`config.mk`:
```
export PLATFORM = sky130hd
export DESIGN_NAME = tde_engine
export DESIGN_NICKNAME = d
export VERILOG_FILES = /design/src/pkg/tde_pkg.sv /design/src/hdl/tde_engine.sv
export VERILOG_INCLUDE_DIRS = /design/src /design/src/pkg
export SDC_FILE = /design/constraint.sdc
export NUM_CORES = 1
export LEC_CHECK = 0
export BUFFER_PORTS_ARGS = -buffer_cell sky130_fd_sc_hd__buf_2
export CAP_MARGIN = 20
export CORE_UTILIZATION = 55
export CTS_CLUSTER_SIZE = 25
export DETAILED_ROUTE_END_ITERATION = 16
export PLACE_DENSITY = 0.87
export SYNTH_ARGS = -nofsm -noshare
export SYNTH_HDL_FRONTEND = slang
export SYNTH_SLANG_ARGS = --single-unit
```
`constraint.sdc`:
```
create_clock -name clk -period 6.8 [get_ports clk]
set_clock_uncertainty 0.1 [all_clocks]
set_input_delay 1.36 -clock clk [delete_from_list [all_inputs] [get_ports clk]]
set_output_delay 1.36 -clock clk [all_outputs]
set_load 0.01 [all_outputs]
```
`src/pkg/tde_defs.svh`:
```
`ifndef TDE_DEFS_SVH
`define TDE_DEFS_SVH
// Register byte offsets
`define TDE_REG_CTRL 4'h0
`define TDE_REG_PIPE 4'h4
`define TDE_REG_STAT 4'h8
`define TDE_REG_DESC 4'hC
// Control register fields
`define TDE_CTRL_EN 0
`define TDE_CTRL_HDLC 1
`define TDE_CTRL_DCH 2
`define TDE_CTRL_EOLIE 3
`define TDE_CTRL_RESTART 4
`define TDE_CTRL_CHAN 12:8
`define TDE_CTRL_MASK 32'h00001F0F
`define TDE_CTRL_RST 32'h00000000
// Descriptor word offsets
`define TDE_DW_CTRL 32'h00000000
`define TDE_DW_BUF 32'h00000004
`define TDE_DW_NEXT 32'h00000008
`define TDE_DW_STAT 32'h0000000C
// Descriptor control word fields
`define TDE_EOF 31
`define TDE_NOCRC 30
`define TDE_BYTE_CNT 28:16
`define TDE_FINAL 15
`define TDE_MARK 14
`define TDE_ONES 13
`define TDE_FILL_CNT 12:0
// Descriptor status bits
`define TDE_ST_UNDER 3
`define TDE_ST_ABORT 2
`define TDE_ST_DONE 0
// Fill and marker bytes
`define TDE_FLAG 8'h7E
`define TDE_IDLE 8'hFF
`define TDE_ABORT 8'h7F
`define TDE_PRIO1 8'h08
`define TDE_PRIO2 8'h0A
// Event pulse positions
`define TDE_EV_MARK 0
`define TDE_EV_DONE 1
`define TDE_EV_END 2
`define TDE_EV_UNDER 3
`endif

```
`src/pkg/tde_pkg.sv`:
```
package tde_pkg;
    typedef enum logic [3:0] {
        S_OFF = 4'h0, S_CTRL = 4'h1, S_BUF = 4'h2, S_NEXT = 4'h3,
        S_PRIO = 4'h4, S_OPEN = 4'h5, S_DATA = 4'h6, S_CRC = 4'h7,
        S_CLOSE = 4'h8, S_FILL = 4'h9, S_STAT = 4'hA, S_NULL = 4'hB
    } tde_state_t;
    typedef enum logic [2:0] {
        K_DATA = 3'h0, K_FLAG = 3'h1, K_IDLE = 3'h2,
        K_CRC = 3'h3, K_ABORT = 3'h4, K_PRIO = 3'h5
    } tde_kind_t;
    typedef struct packed {
        logic req;
        logic wr;
        logic [31:0] addr;
        logic [31:0] wdata;
    } tde_memreq_t;
    typedef struct packed {
        logic valid;
        tde_kind_t kind;
        logic [7:0] data;
    } tde_tx_t;
    typedef struct packed {
        logic [3:0] pulse;
        logic [4:0] chan;
    } tde_evt_t;
endpackage : tde_pkg

```
`src/hdl/tde_engine.sv`:
```
`timescale 1ns/100ps
`include "tde_defs.svh"
// Operation
// - Final flag needs end-of-frame; completes on shift
// - Marker bit raises event on descriptor read
// - HDLC ones-fill sends count-plus-one idle bytes; count zero sends none
// - D channel sends priority ones before opening
// - Without ones-fill one flag closes and opens
// - D channel honours ones-fill without end-of-frame
// - Fill count sets flags after closing flag
// - Count zero class one, one class two
// - D channel skips fill count whenever ones-fill set
// - Buffer start pointer taken, any byte alignment
// - Next-link pointer reaches next descriptor
// - Null link raises optional end-of-list event
// - After null, fill until setup or restart
// - Status written in one memory write
// - Buffer-done bit always set in status
// - Underrun flags status; HDLC aborts, transparent repeats
// - HDLC abort during data sets abort bit
// - HDLC end-of-frame appends checksum unless skipped
// - Byte count held on chip, decremented
// - At null, last fill or byte repeats
// - HDLC underrun marks descriptors through end-of-frame
module tde_engine (
    // Clock and reset
    input wire logic clk,
    input wire logic rst,
    // Avalon-MM slave
    input wire logic [3:0] address,
    input wire logic read,
    input wire logic write,
    input wire logic [31:0] writedata,
    input wire logic [3:0] byteenable,
    output logic [31:0] readdata,
    output logic waitrequest,
    // Descriptor and buffer memory
    output tde_pkg::tde_memreq_t memReq,
    input wire logic memAck,
    input wire logic [31:0] memRdata,
    // Serial shifter
    output tde_pkg::tde_tx_t txOut,
    input wire logic txReady,
    // Events
    output tde_pkg::tde_evt_t evtOut
);

    tde_pkg::tde_state_t state_q;
    tde_pkg::tde_memreq_t memReq_q;
    tde_pkg::tde_tx_t tx_q;
    tde_pkg::tde_evt_t evt_q;
    logic [31:0] ctrl_q;
    logic [31:0] pipe_q;
    logic [31:0] desc_q;
    logic [31:0] word0_q;
    logic [31:0] buf_q;
    logic [31:0] next_q;
    logic [31:0] rdata_q;
    logic [12:0] cnt_q;
    logic [12:0] fillCnt_q;
    logic [7:0] hold_q;
    logic wait_q;
    logic go_q;
    logic held_q;
    logic needOpen_q;
    logic first_q;
    logic abortRun_q;
    logic underSt_q;
    logic abortSt_q;
    logic lastPend_q;

    assign readdata = rdata_q;
    assign waitrequest = wait_q;
    assign memReq = memReq_q;
    assign txOut = tx_q;
    assign evtOut = evt_q;

    // Bus decode; every access answers on the second cycle
    wire logic busTake = (read | write) & wait_q;
    wire logic wrDone = write & ~wait_q;
    wire logic [31:0] beMask = {{8{byteenable[3]}}, {8{byteenable[2]}},
        {8{byteenable[1]}}, {8{byteenable[0]}}};
    wire logic wrCtrl = wrDone & (address == `TDE_REG_CTRL);
    wire logic wrPipe = wrDone & (address == `TDE_REG_PIPE);
    wire logic restartHit = wrCtrl & byteenable[0] & writedata[`TDE_CTRL_RESTART];
    wire logic setGo = wrPipe | restartHit;
    wire logic [31:0] ctrlNew = (ctrl_q & ~beMask) | (writedata & beMask);
    wire logic [31:0] pipeNew = (pipe_q & ~beMask) | (writedata & beMask);
    wire logic [31:0] statWord = {20'h00000, go_q, needOpen_q, abortRun_q,
        held_q, 4'h0, state_q};
    wire logic [31:0] rdMux =
        (address == `TDE_REG_CTRL) ? ctrl_q :
        (address == `TDE_REG_PIPE) ? pipe_q :
        (address == `TDE_REG_STAT) ? statWord :
        (address == `TDE_REG_DESC) ? desc_q : 32'h00000000;

    // Control fields
    wire logic en = ctrl_q[`TDE_CTRL_EN];
    wire logic hdlc = ctrl_q[`TDE_CTRL_HDLC];
    wire logic dch = hdlc & ctrl_q[`TDE_CTRL_DCH];
    wire logic endIe = ctrl_q[`TDE_CTRL_EOLIE];
    wire logic [4:0] chan = ctrl_q[`TDE_CTRL_CHAN];

    // Descriptor fields
    wire logic eof = word0_q[`TDE_EOF];
    wire logic noCrc = word0_q[`TDE_NOCRC];
    wire logic finalIrq = word0_q[`TDE_FINAL];
    wire logic ones = word0_q[`TDE_ONES];

    // State decode
    wire logic inData = state_q == tde_pkg::S_DATA;
    wire logic inStat = state_q == tde_pkg::S_STAT;
    wire logic inCtrl = state_q == tde_pkg::S_CTRL;
    wire logic inPrio = state_q == tde_pkg::S_PRIO;
    wire logic inFill = state_q == tde_pkg::S_FILL;
    wire logic inCrc = state_q == tde_pkg::S_CRC;
    wire logic inFlag = (state_q == tde_pkg::S_OPEN) | (state_q == tde_pkg::S_CLOSE);
    wire logic wantDesc = inCtrl | inStat | (state_q == tde_pkg::S_BUF) |
        (state_q == tde_pkg::S_NEXT);
    wire logic inFetch = wantDesc | inData;

    // Memory master
    wire logic memDone = memReq_q.req & memAck;
    wire logic memIdle = ~memReq_q.req;
    wire logic wantData = inData & ~abortRun_q & (cnt_q != 13'h0000) & ~held_q;
    wire logic issue = memIdle & (wantDesc | wantData);
    wire logic [31:0] descOff =
        (state_q == tde_pkg::S_BUF) ? `TDE_DW_BUF :
        (state_q == tde_pkg::S_NEXT) ? `TDE_DW_NEXT :
        inStat ? `TDE_DW_STAT : `TDE_DW_CTRL;
    wire logic [31:0] reqAddr = inData ? buf_q : desc_q + descOff;
    // Reserved status bits written as zero
    wire logic [31:0] stWord = (32'(underSt_q) << `TDE_ST_UNDER) |
        (32'(abortSt_q) << `TDE_ST_ABORT) | (32'h1 << `TDE_ST_DONE);
    // Byte lane picked from the low address bits
    wire logic [7:0] laneByte = memRdata[{memReq_q.addr[1:0], 3'b000} +: 8];

    // Pointer hand-off
    wire logic goOk = go_q & (pipe_q != 32'h00000000);
    wire logic useGo = goOk & (((state_q == tde_pkg::S_OFF) & en) |
        (state_q == tde_pkg::S_NULL) | (inStat & memDone));

    // Shifter feed; a stale data byte at a take during a fetch state is an underrun
    wire logic slotFree = ~tx_q.valid | txReady;
    wire logic underrunHit = txReady & ~tx_q.valid & inFetch & ~abortRun_q &
        (tx_q.kind == tde_pkg::K_DATA);
    wire logic abortLoad = underrunHit & hdlc;
    // Only an abort blocks; a transparent underrun still loads a waiting byte
    wire logic loadOk = slotFree & ~abortLoad;
    wire logic loadEn = abortLoad | (loadOk & (inPrio | inFlag | inCrc | inFill |
        (inData & held_q & ~abortRun_q)));
    wire logic idleFill = ones & ~dch;
    wire tde_pkg::tde_kind_t loadKind =
        abortLoad ? tde_pkg::K_ABORT :
        inPrio ? tde_pkg::K_PRIO :
        inFlag ? tde_pkg::K_FLAG :
        inCrc ? tde_pkg::K_CRC :
        (inFill & idleFill) ? tde_pkg::K_IDLE :
        inFill ? tde_pkg::K_FLAG : tde_pkg::K_DATA;
    wire logic [7:0] prioByte = (fillCnt_q != 13'h0000) ? `TDE_PRIO2 : `TDE_PRIO1;
    wire logic [7:0] loadData =
        abortLoad ? `TDE_ABORT :
        inPrio ? prioByte :
        inFlag ? `TDE_FLAG :
        inCrc ? 8'h00 :
        (inFill & idleFill) ? `TDE_IDLE :
        inFill ? `TDE_FLAG : hold_q;

    // Events
    wire logic evMark = inCtrl & memDone & memRdata[`TDE_MARK];
    wire logic evDone = txReady & tx_q.valid & lastPend_q;
    wire logic evEnd = inStat & memDone & ~goOk & (next_q == 32'h00000000) & endIe;

    always_ff @(posedge clk) begin
        if (rst) begin
            wait_q <= 1'b1;
            rdata_q <= 32'h00000000;
        end else begin
            wait_q <= ~busTake;
            if (busTake & read) begin
                rdata_q <= rdMux;
            end
        end
    end

    always_ff @(posedge clk) begin
        if (rst) begin
            ctrl_q <= `TDE_CTRL_RST;
            pipe_q <= 32'h00000000;
            go_q <= 1'b0;
        end else begin
            if (wrCtrl) begin
                ctrl_q <= ctrlNew & `TDE_CTRL_MASK;
            end
            if (wrPipe) begin
                pipe_q <= pipeNew;
            end
            // A new command wins over the one being consumed
            go_q <= setGo | (go_q & ~useGo);
        end
    end

    always_ff @(posedge clk) begin
        if (rst) begin
            memReq_q <= '0;
        end else if (issue) begin
            memReq_q <= '{req: 1'b1, wr: inStat, addr: reqAddr, wdata: stWord};
        end else if (memDone) begin
            memReq_q.req <= 1'b0;
        end
    end

    // Valid drops after a take; the shifter then repeats its last byte
    always_ff @(posedge clk) begin
        if (rst) begin
            tx_q <= '{valid: 1'b0, kind: tde_pkg::K_FLAG, data: `TDE_FLAG};
        end else if (loadEn) begin
            tx_q <= '{valid: 1'b1, kind: loadKind, data: loadData};
        end else if (txReady) begin
            tx_q.valid <= 1'b0;
        end
    end

    always_ff @(posedge clk) begin
        if (rst) begin
            evt_q <= '0;
        end else begin
            evt_q.pulse[`TDE_EV_MARK] <= evMark;
            evt_q.pulse[`TDE_EV_DONE] <= evDone;
            evt_q.pulse[`TDE_EV_END] <= evEnd;
            evt_q.pulse[`TDE_EV_UNDER] <= underrunHit;
            evt_q.chan <= chan;
        end
    end

    always_ff @(posedge clk) begin
        if (rst) begin
            state_q <= tde_pkg::S_OFF;
            desc_q <= 32'h00000000;
            word0_q <= 32'h00000000;
            buf_q <= 32'h00000000;
            next_q <= 32'h00000000;
            cnt_q <= 13'h0000;
            fillCnt_q <= 13'h0000;
            hold_q <= 8'h00;
            held_q <= 1'b0;
            needOpen_q <= 1'b1;
            first_q <= 1'b1;
            abortRun_q <= 1'b0;
            underSt_q <= 1'b0;
            abortSt_q <= 1'b0;
            lastPend_q <= 1'b0;
        end else begin
            if (txReady & tx_q.valid) begin
                lastPend_q <= 1'b0;
            end
            case (state_q)
                tde_pkg::S_OFF: begin
                    if (useGo) begin
                        desc_q <= pipe_q;
                        state_q <= tde_pkg::S_CTRL;
                    end
                end
                tde_pkg::S_CTRL: begin
                    if (memDone) begin
                        word0_q <= memRdata;
                        state_q <= tde_pkg::S_BUF;
                    end
                end
                tde_pkg::S_BUF: begin
                    if (memDone) begin
                        buf_q <= memRdata;
                        state_q <= tde_pkg::S_NEXT;
                    end
                end
                tde_pkg::S_NEXT: begin
                    if (memDone) begin
                        next_q <= memRdata;
                        cnt_q <= word0_q[`TDE_BYTE_CNT];
                        fillCnt_q <= word0_q[`TDE_FILL_CNT];
                        underSt_q <= 1'b0;
                        abortSt_q <= 1'b0;
                        held_q <= 1'b0;
                        if (dch & first_q & ones) begin
                            state_q <= tde_pkg::S_PRIO;
                        end else if (hdlc & needOpen_q) begin
                            state_q <= tde_pkg::S_OPEN;
                        end else begin
                            state_q <= tde_pkg::S_DATA;
                        end
                    end
                end
                tde_pkg::S_PRIO: begin
                    if (loadOk) begin
                        state_q <= tde_pkg::S_OPEN;
                    end
                end
                tde_pkg::S_OPEN: begin
                    if (loadOk) begin
                        needOpen_q <= 1'b0;
                        state_q <= tde_pkg::S_DATA;
                    end
                end
                tde_pkg::S_DATA: begin
                    if (abortRun_q) begin
                        // Wait out a late fetch so it is not taken as the status ack
                        if (memIdle) begin
                            underSt_q <= 1'b1;
                            abortRun_q <= ~eof;
                            state_q <= eof ? tde_pkg::S_CLOSE : tde_pkg::S_STAT;
                        end
                    end else begin
                        if (memDone) begin
                            hold_q <= laneByte;
                            held_q <= 1'b1;
                            buf_q <= buf_q + 32'h00000001;
                        end
                        if (held_q & loadOk) begin
                            held_q <= 1'b0;
                            cnt_q <= cnt_q - 13'h0001;
                            lastPend_q <= (cnt_q == 13'h0001) & eof & finalIrq;
                        end
                        if ((cnt_q == 13'h0000) & ~held_q & memIdle) begin
                            if (~hdlc | ~eof) begin
                                state_q <= tde_pkg::S_STAT;
                            end else begin
                                state_q <= noCrc ? tde_pkg::S_CLOSE : tde_pkg::S_CRC;
                            end
                        end
                    end
                end
                tde_pkg::S_CRC: begin
                    if (loadOk) begin
                        state_q <= tde_pkg::S_CLOSE;
                    end
                end
                tde_pkg::S_CLOSE: begin
                    if (loadOk) begin
                        // Idles destroy the shared flag, so reopen afterwards
                        needOpen_q <= idleFill & (fillCnt_q != 13'h0000);
                        if (~ones) begin
                            fillCnt_q <= fillCnt_q - 13'h0001;
                        end
                        if ((fillCnt_q == 13'h0000) | (dch & ones)) begin
                            state_q <= tde_pkg::S_STAT;
                        end else begin
                            state_q <= tde_pkg::S_FILL;
                        end
                    end
                end
                tde_pkg::S_FILL: begin
                    if (loadOk) begin
                        if (fillCnt_q == 13'h0000) begin
                            state_q <= tde_pkg::S_STAT;
                        end else begin
                            fillCnt_q <= fillCnt_q - 13'h0001;
                        end
                    end
                end
                tde_pkg::S_STAT: begin
                    if (memDone) begin
                        first_q <= eof;
                        if (useGo) begin
                            desc_q <= pipe_q;
                            state_q <= tde_pkg::S_CTRL;
                        end else if (next_q != 32'h00000000) begin
                            desc_q <= next_q;
                            state_q <= tde_pkg::S_CTRL;
                        end else begin
                            needOpen_q <= 1'b1;
                            first_q <= 1'b1;
                            state_q <= tde_pkg::S_NULL;
                        end
                    end
                end
                tde_pkg::S_NULL: begin
                    if (useGo) begin
                        desc_q <= pipe_q;
                        state_q <= tde_pkg::S_CTRL;
                    end
                end
                default: begin
                    state_q <= tde_pkg::S_OFF;
                end
            endcase
            if (underrunHit) begin
                underSt_q <= 1'b1;
                abortSt_q <= abortSt_q | (hdlc & inData);
                abortRun_q <= hdlc;
            end
        end
    end

endmodule : tde_engine

```
==> flow_metrics.env <==
export IMPL_outcome="finished clean"
export IMPL_die_area_mm2=0.0279
export IMPL_synthTopCellsByArea="dfxtp_1 (41%), nand2_1 (9.9%), a21oi_1 (7.7%)"
export IMPL_worstHoldStart="memReq[3]$_SDFFE_PP0P_"
export IMPL_cts_setup_buffers=0
export IMPL_vdd_ir_drop_max_v=0.000265
export IMPL_utilization=0.626
export IMPL_ant_nets=0
export IMPL_r2r_start="state_q[1]$_SDFFE_PP0P_"
export IMPL_cp_top_family="simple AND/OR/NAND/NOR gates"
export IMPL_cts_root_buf="clkbuf_16"
export IMPL_critical_path_max_stage_delay_ns=0.83
export IMPL_switching_share=0.263
export IMPL_synth_top_area_cell="dfxtp_1"
export IMPL_cts_hold_buf=0
export IMPL_io_pins=198
export IMPL_cts_tree="built"
export IMPL_clock_power_share=0.451
export IMPL_wire_per_inst_um=20.1
export IMPL_fmaxAchievable_mhz=265
export IMPL_fin_tns_setup_ns=0
export IMPL_clock_latency_ns=0.52
export IMPL_gp_congestion=0.981
export IMPL_comb_power_share=0.100
export IMPL_grt_pass1_wl_um=75600
export IMPL_crit_buf_inv=0
export IMPL_path_max_fanout=21
export IMPL_layout_nets=2122
export IMPL_synthCells=1972
export IMPL_antenna_found_initial=2
export IMPL_grt_overflow=0
export IMPL_hold_viol=0
export IMPL_cp_end_kind="flop"
export IMPL_drt_total_wl_um=48200
export IMPL_port_buffers=168
export IMPL_hold_slack_ns=0.352
export IMPL_critPathLaunchType="flop"
export IMPL_synth_flop_cell="dfxtp_1"
export IMPL_synth_edf_count=0
export IMPL_seqPwrFrac=0.449
export IMPL_ys_seq_area_frac=0.406
export IMPL_synth_most_common_cell="nand2_1"
export IMPL_nFillCells=2289
export IMPL_leakage_nw=5.97
export IMPL_ctsResizeCount=0
export IMPL_crit_path_top_delay_cell="dfxtp_1"
export IMPL_coreArea_mm2=0.0269
export IMPL_synth_warnings=0
export IMPL_post_route_min_period_ns=3.78
export IMPL_rsz0062_at_grt="false"
export IMPL_fp_dieW_um=167
export IMPL_syn_avg_cell_area_um2=7.60
export IMPL_first_pass_iters=6
export IMPL_hpwl_um=32700
export IMPL_area_growth_pct=12.2
export IMPL_p_int_w=0.00305
export IMPL_p_switching_w=0.00109
export IMPL_track_usage=0.336
export IMPL_viasPerCell=6.54
export IMPL_grt_max_degree=124
export IMPL_cts_buffers=34
export IMPL_drv_slew=0
export IMPL_worst_pin_slew_ns=1.18
export IMPL_critPathLaunch="state_q[1]$_SDFFE_PP0P_"
export IMPL_num_antenna_cells=0
export IMPL_required_ns=7.14
export IMPL_crit_chain="nand2b_1, nor2_2, ha_1, fa_1, nand3_1, nor4_4, nand4_1, xor2_1, a211o_1, a21oi_1"
export IMPL_initialDrtViolationCount=1949
export IMPL_yosys_register_bits=304
export IMPL_async_flop_share=0
export IMPL_cellPowerDensity_mw_per_mm2=246
export IMPL_min_period_over_period=0.556
export IMPL_cts_clk_slew_worst_paths_ns=0.06
export IMPL_cts_sinks=304
export IMPL_vias=15700
export IMPL_yosysUniqueCellTypes=86
export IMPL_htreeDepth=2
export IMPL_crit_arrival_ns=4.11
export IMPL_critPathKind="flop to flop"
export IMPL_synthTopCellsByCount="nand2_1 (396), dfxtp_1 (304), a21oi_1 (232), nor2_1 (164), clkbuf_1 (118)"
export IMPL_die_y_um=167
export IMPL_yosysTopAreaCellShare=0.406
export IMPL_cap_violations=0
export IMPL_setup_viol=0
export IMPL_slew_headroom=0.212
export IMPL_drive_gt1_frac=0.134
export IMPL_grt_pass1_vias=14200
export IMPL_start_util=0.558
export IMPL_cts_max_path_buffers=3
export IMPL_hp_class="flop to flop"
export IMPL_std_cell_rows=60
export IMPL_syn_area_mm2=0.0150
export IMPL_drc=0
-- routing by layer --
layer,part of all wire,vias to the layer above,GRT usage,wire [um]
li1,-,7152,-,-
met1,0.38,7322,0.426,18300
met2,0.45,990,0.524,21700
met3,0.10,254,0.0639,5040
met4,0.067,0,0.217,3240
met5,0,-,0,0
-- per-stage QoR --
step	setup WS (ns)	std cells	total power, W	instance area (um^2)
2_1_floorplan	3.73	2000	0.00216	15100
3_3_place_gp	3.04	2342	0.00228	15700
3_5_place_dp	2.96	2342	0.00229	15700
4_1_cts	3.15	2403	0.00413	16800
5_1_grt	2.80	2403	0.00425	16800
6_report	3.02	2403	0.00414	16800
-- power by group through the flow --
stage          Sequential, W  Combinational [W]  Clock [W]
2_1_floorplan        0.00188           0.000285          0
3_3_place_gp         0.00189           0.000390          0
3_5_place_dp         0.00190           0.000398          0
4_1_cts              0.00186           0.000400    0.00187
5_1_grt              0.00186           0.000439    0.00195
6_report             0.00186           0.000412    0.00187
-- worst min-delay path: cells and delay by family (launching register included) --
| kind | cells | cell delay (ns) |
|---|---|---|
| AO/OA/AOI/OAI | 1 | 0.05 |
| flip-flops | 1 | 0.30 |
| AND/OR/NAND/NOR | 1 | 0.05 |
-- final timing paths --
path / end / slack, ns / cells past startpoint
setup / recovery: memReq[58]$_SDFFE_PP0P_ / 3.02 / 10
hold / removal: memReq[3]$_SDFFE_PP0P_ / 0.35 / 2
setup reg to reg: memReq[58]$_SDFFE_PP0P_ / 3.02 / 10
hold reg to reg: memReq[3]$_SDFFE_PP0P_ / 0.35 / 2
-- layout make-up --
class | count | area (um^2) | share of cell area
timing repair buffer | 185 | 975 | 0.0580
multi-input combinational | 1487 | 8110 | 0.482
tap | 341 | 427 | 0.0254
sequential | 304 | 6090 | 0.362
clock buffer | 45 | 922 | 0.0548
inverter | 25 | 93.8 | 0.00558
clock inverter | 16 | 201 | 0.0120
-- cells by family after synthesis --
group                      count (synthesis)  share of synthesized area
buffers and inverters                    209                     0.0627
other                                      1                   0.000250
muxes                                     10                     0.0134
and+or+nand+nor                          838                      0.253
AOI/OAI and AO/OA                        577                      0.243
DFF                                      304                      0.406
xor gates and xnor gates                  26                     0.0152
adders and majority gates                  7                    0.00634
-- placed cells by master, fill, tap and decap left out, types with 10 or more instances in the layout --
cell,synthesis,routed
nand3_1,77,77
buf_4,29,17
a21o_1,12,12
o22ai_1,10,10
o32ai_1,14,14
nor4_1,31,30
o21ai_0,83,82
a21oi_1,232,230
a211o_1,20,20
nand2b_1,11,11
buf_2,24,167
a221oi_1,32,32
dfxtp_1,304,304
conb_1,1,29
a31oi_1,64,64
inv_1,24,24
nand2_1,396,396
nor3_1,61,61
and3_1,17,17
clkbuf_16,0,34
nand4_1,25,25
a311oi_1,10,10
nor2_1,164,163
xor2_1,20,20
o211ai_1,17,17
a22oi_1,13,13
Power figures use the tool's default switching activity.
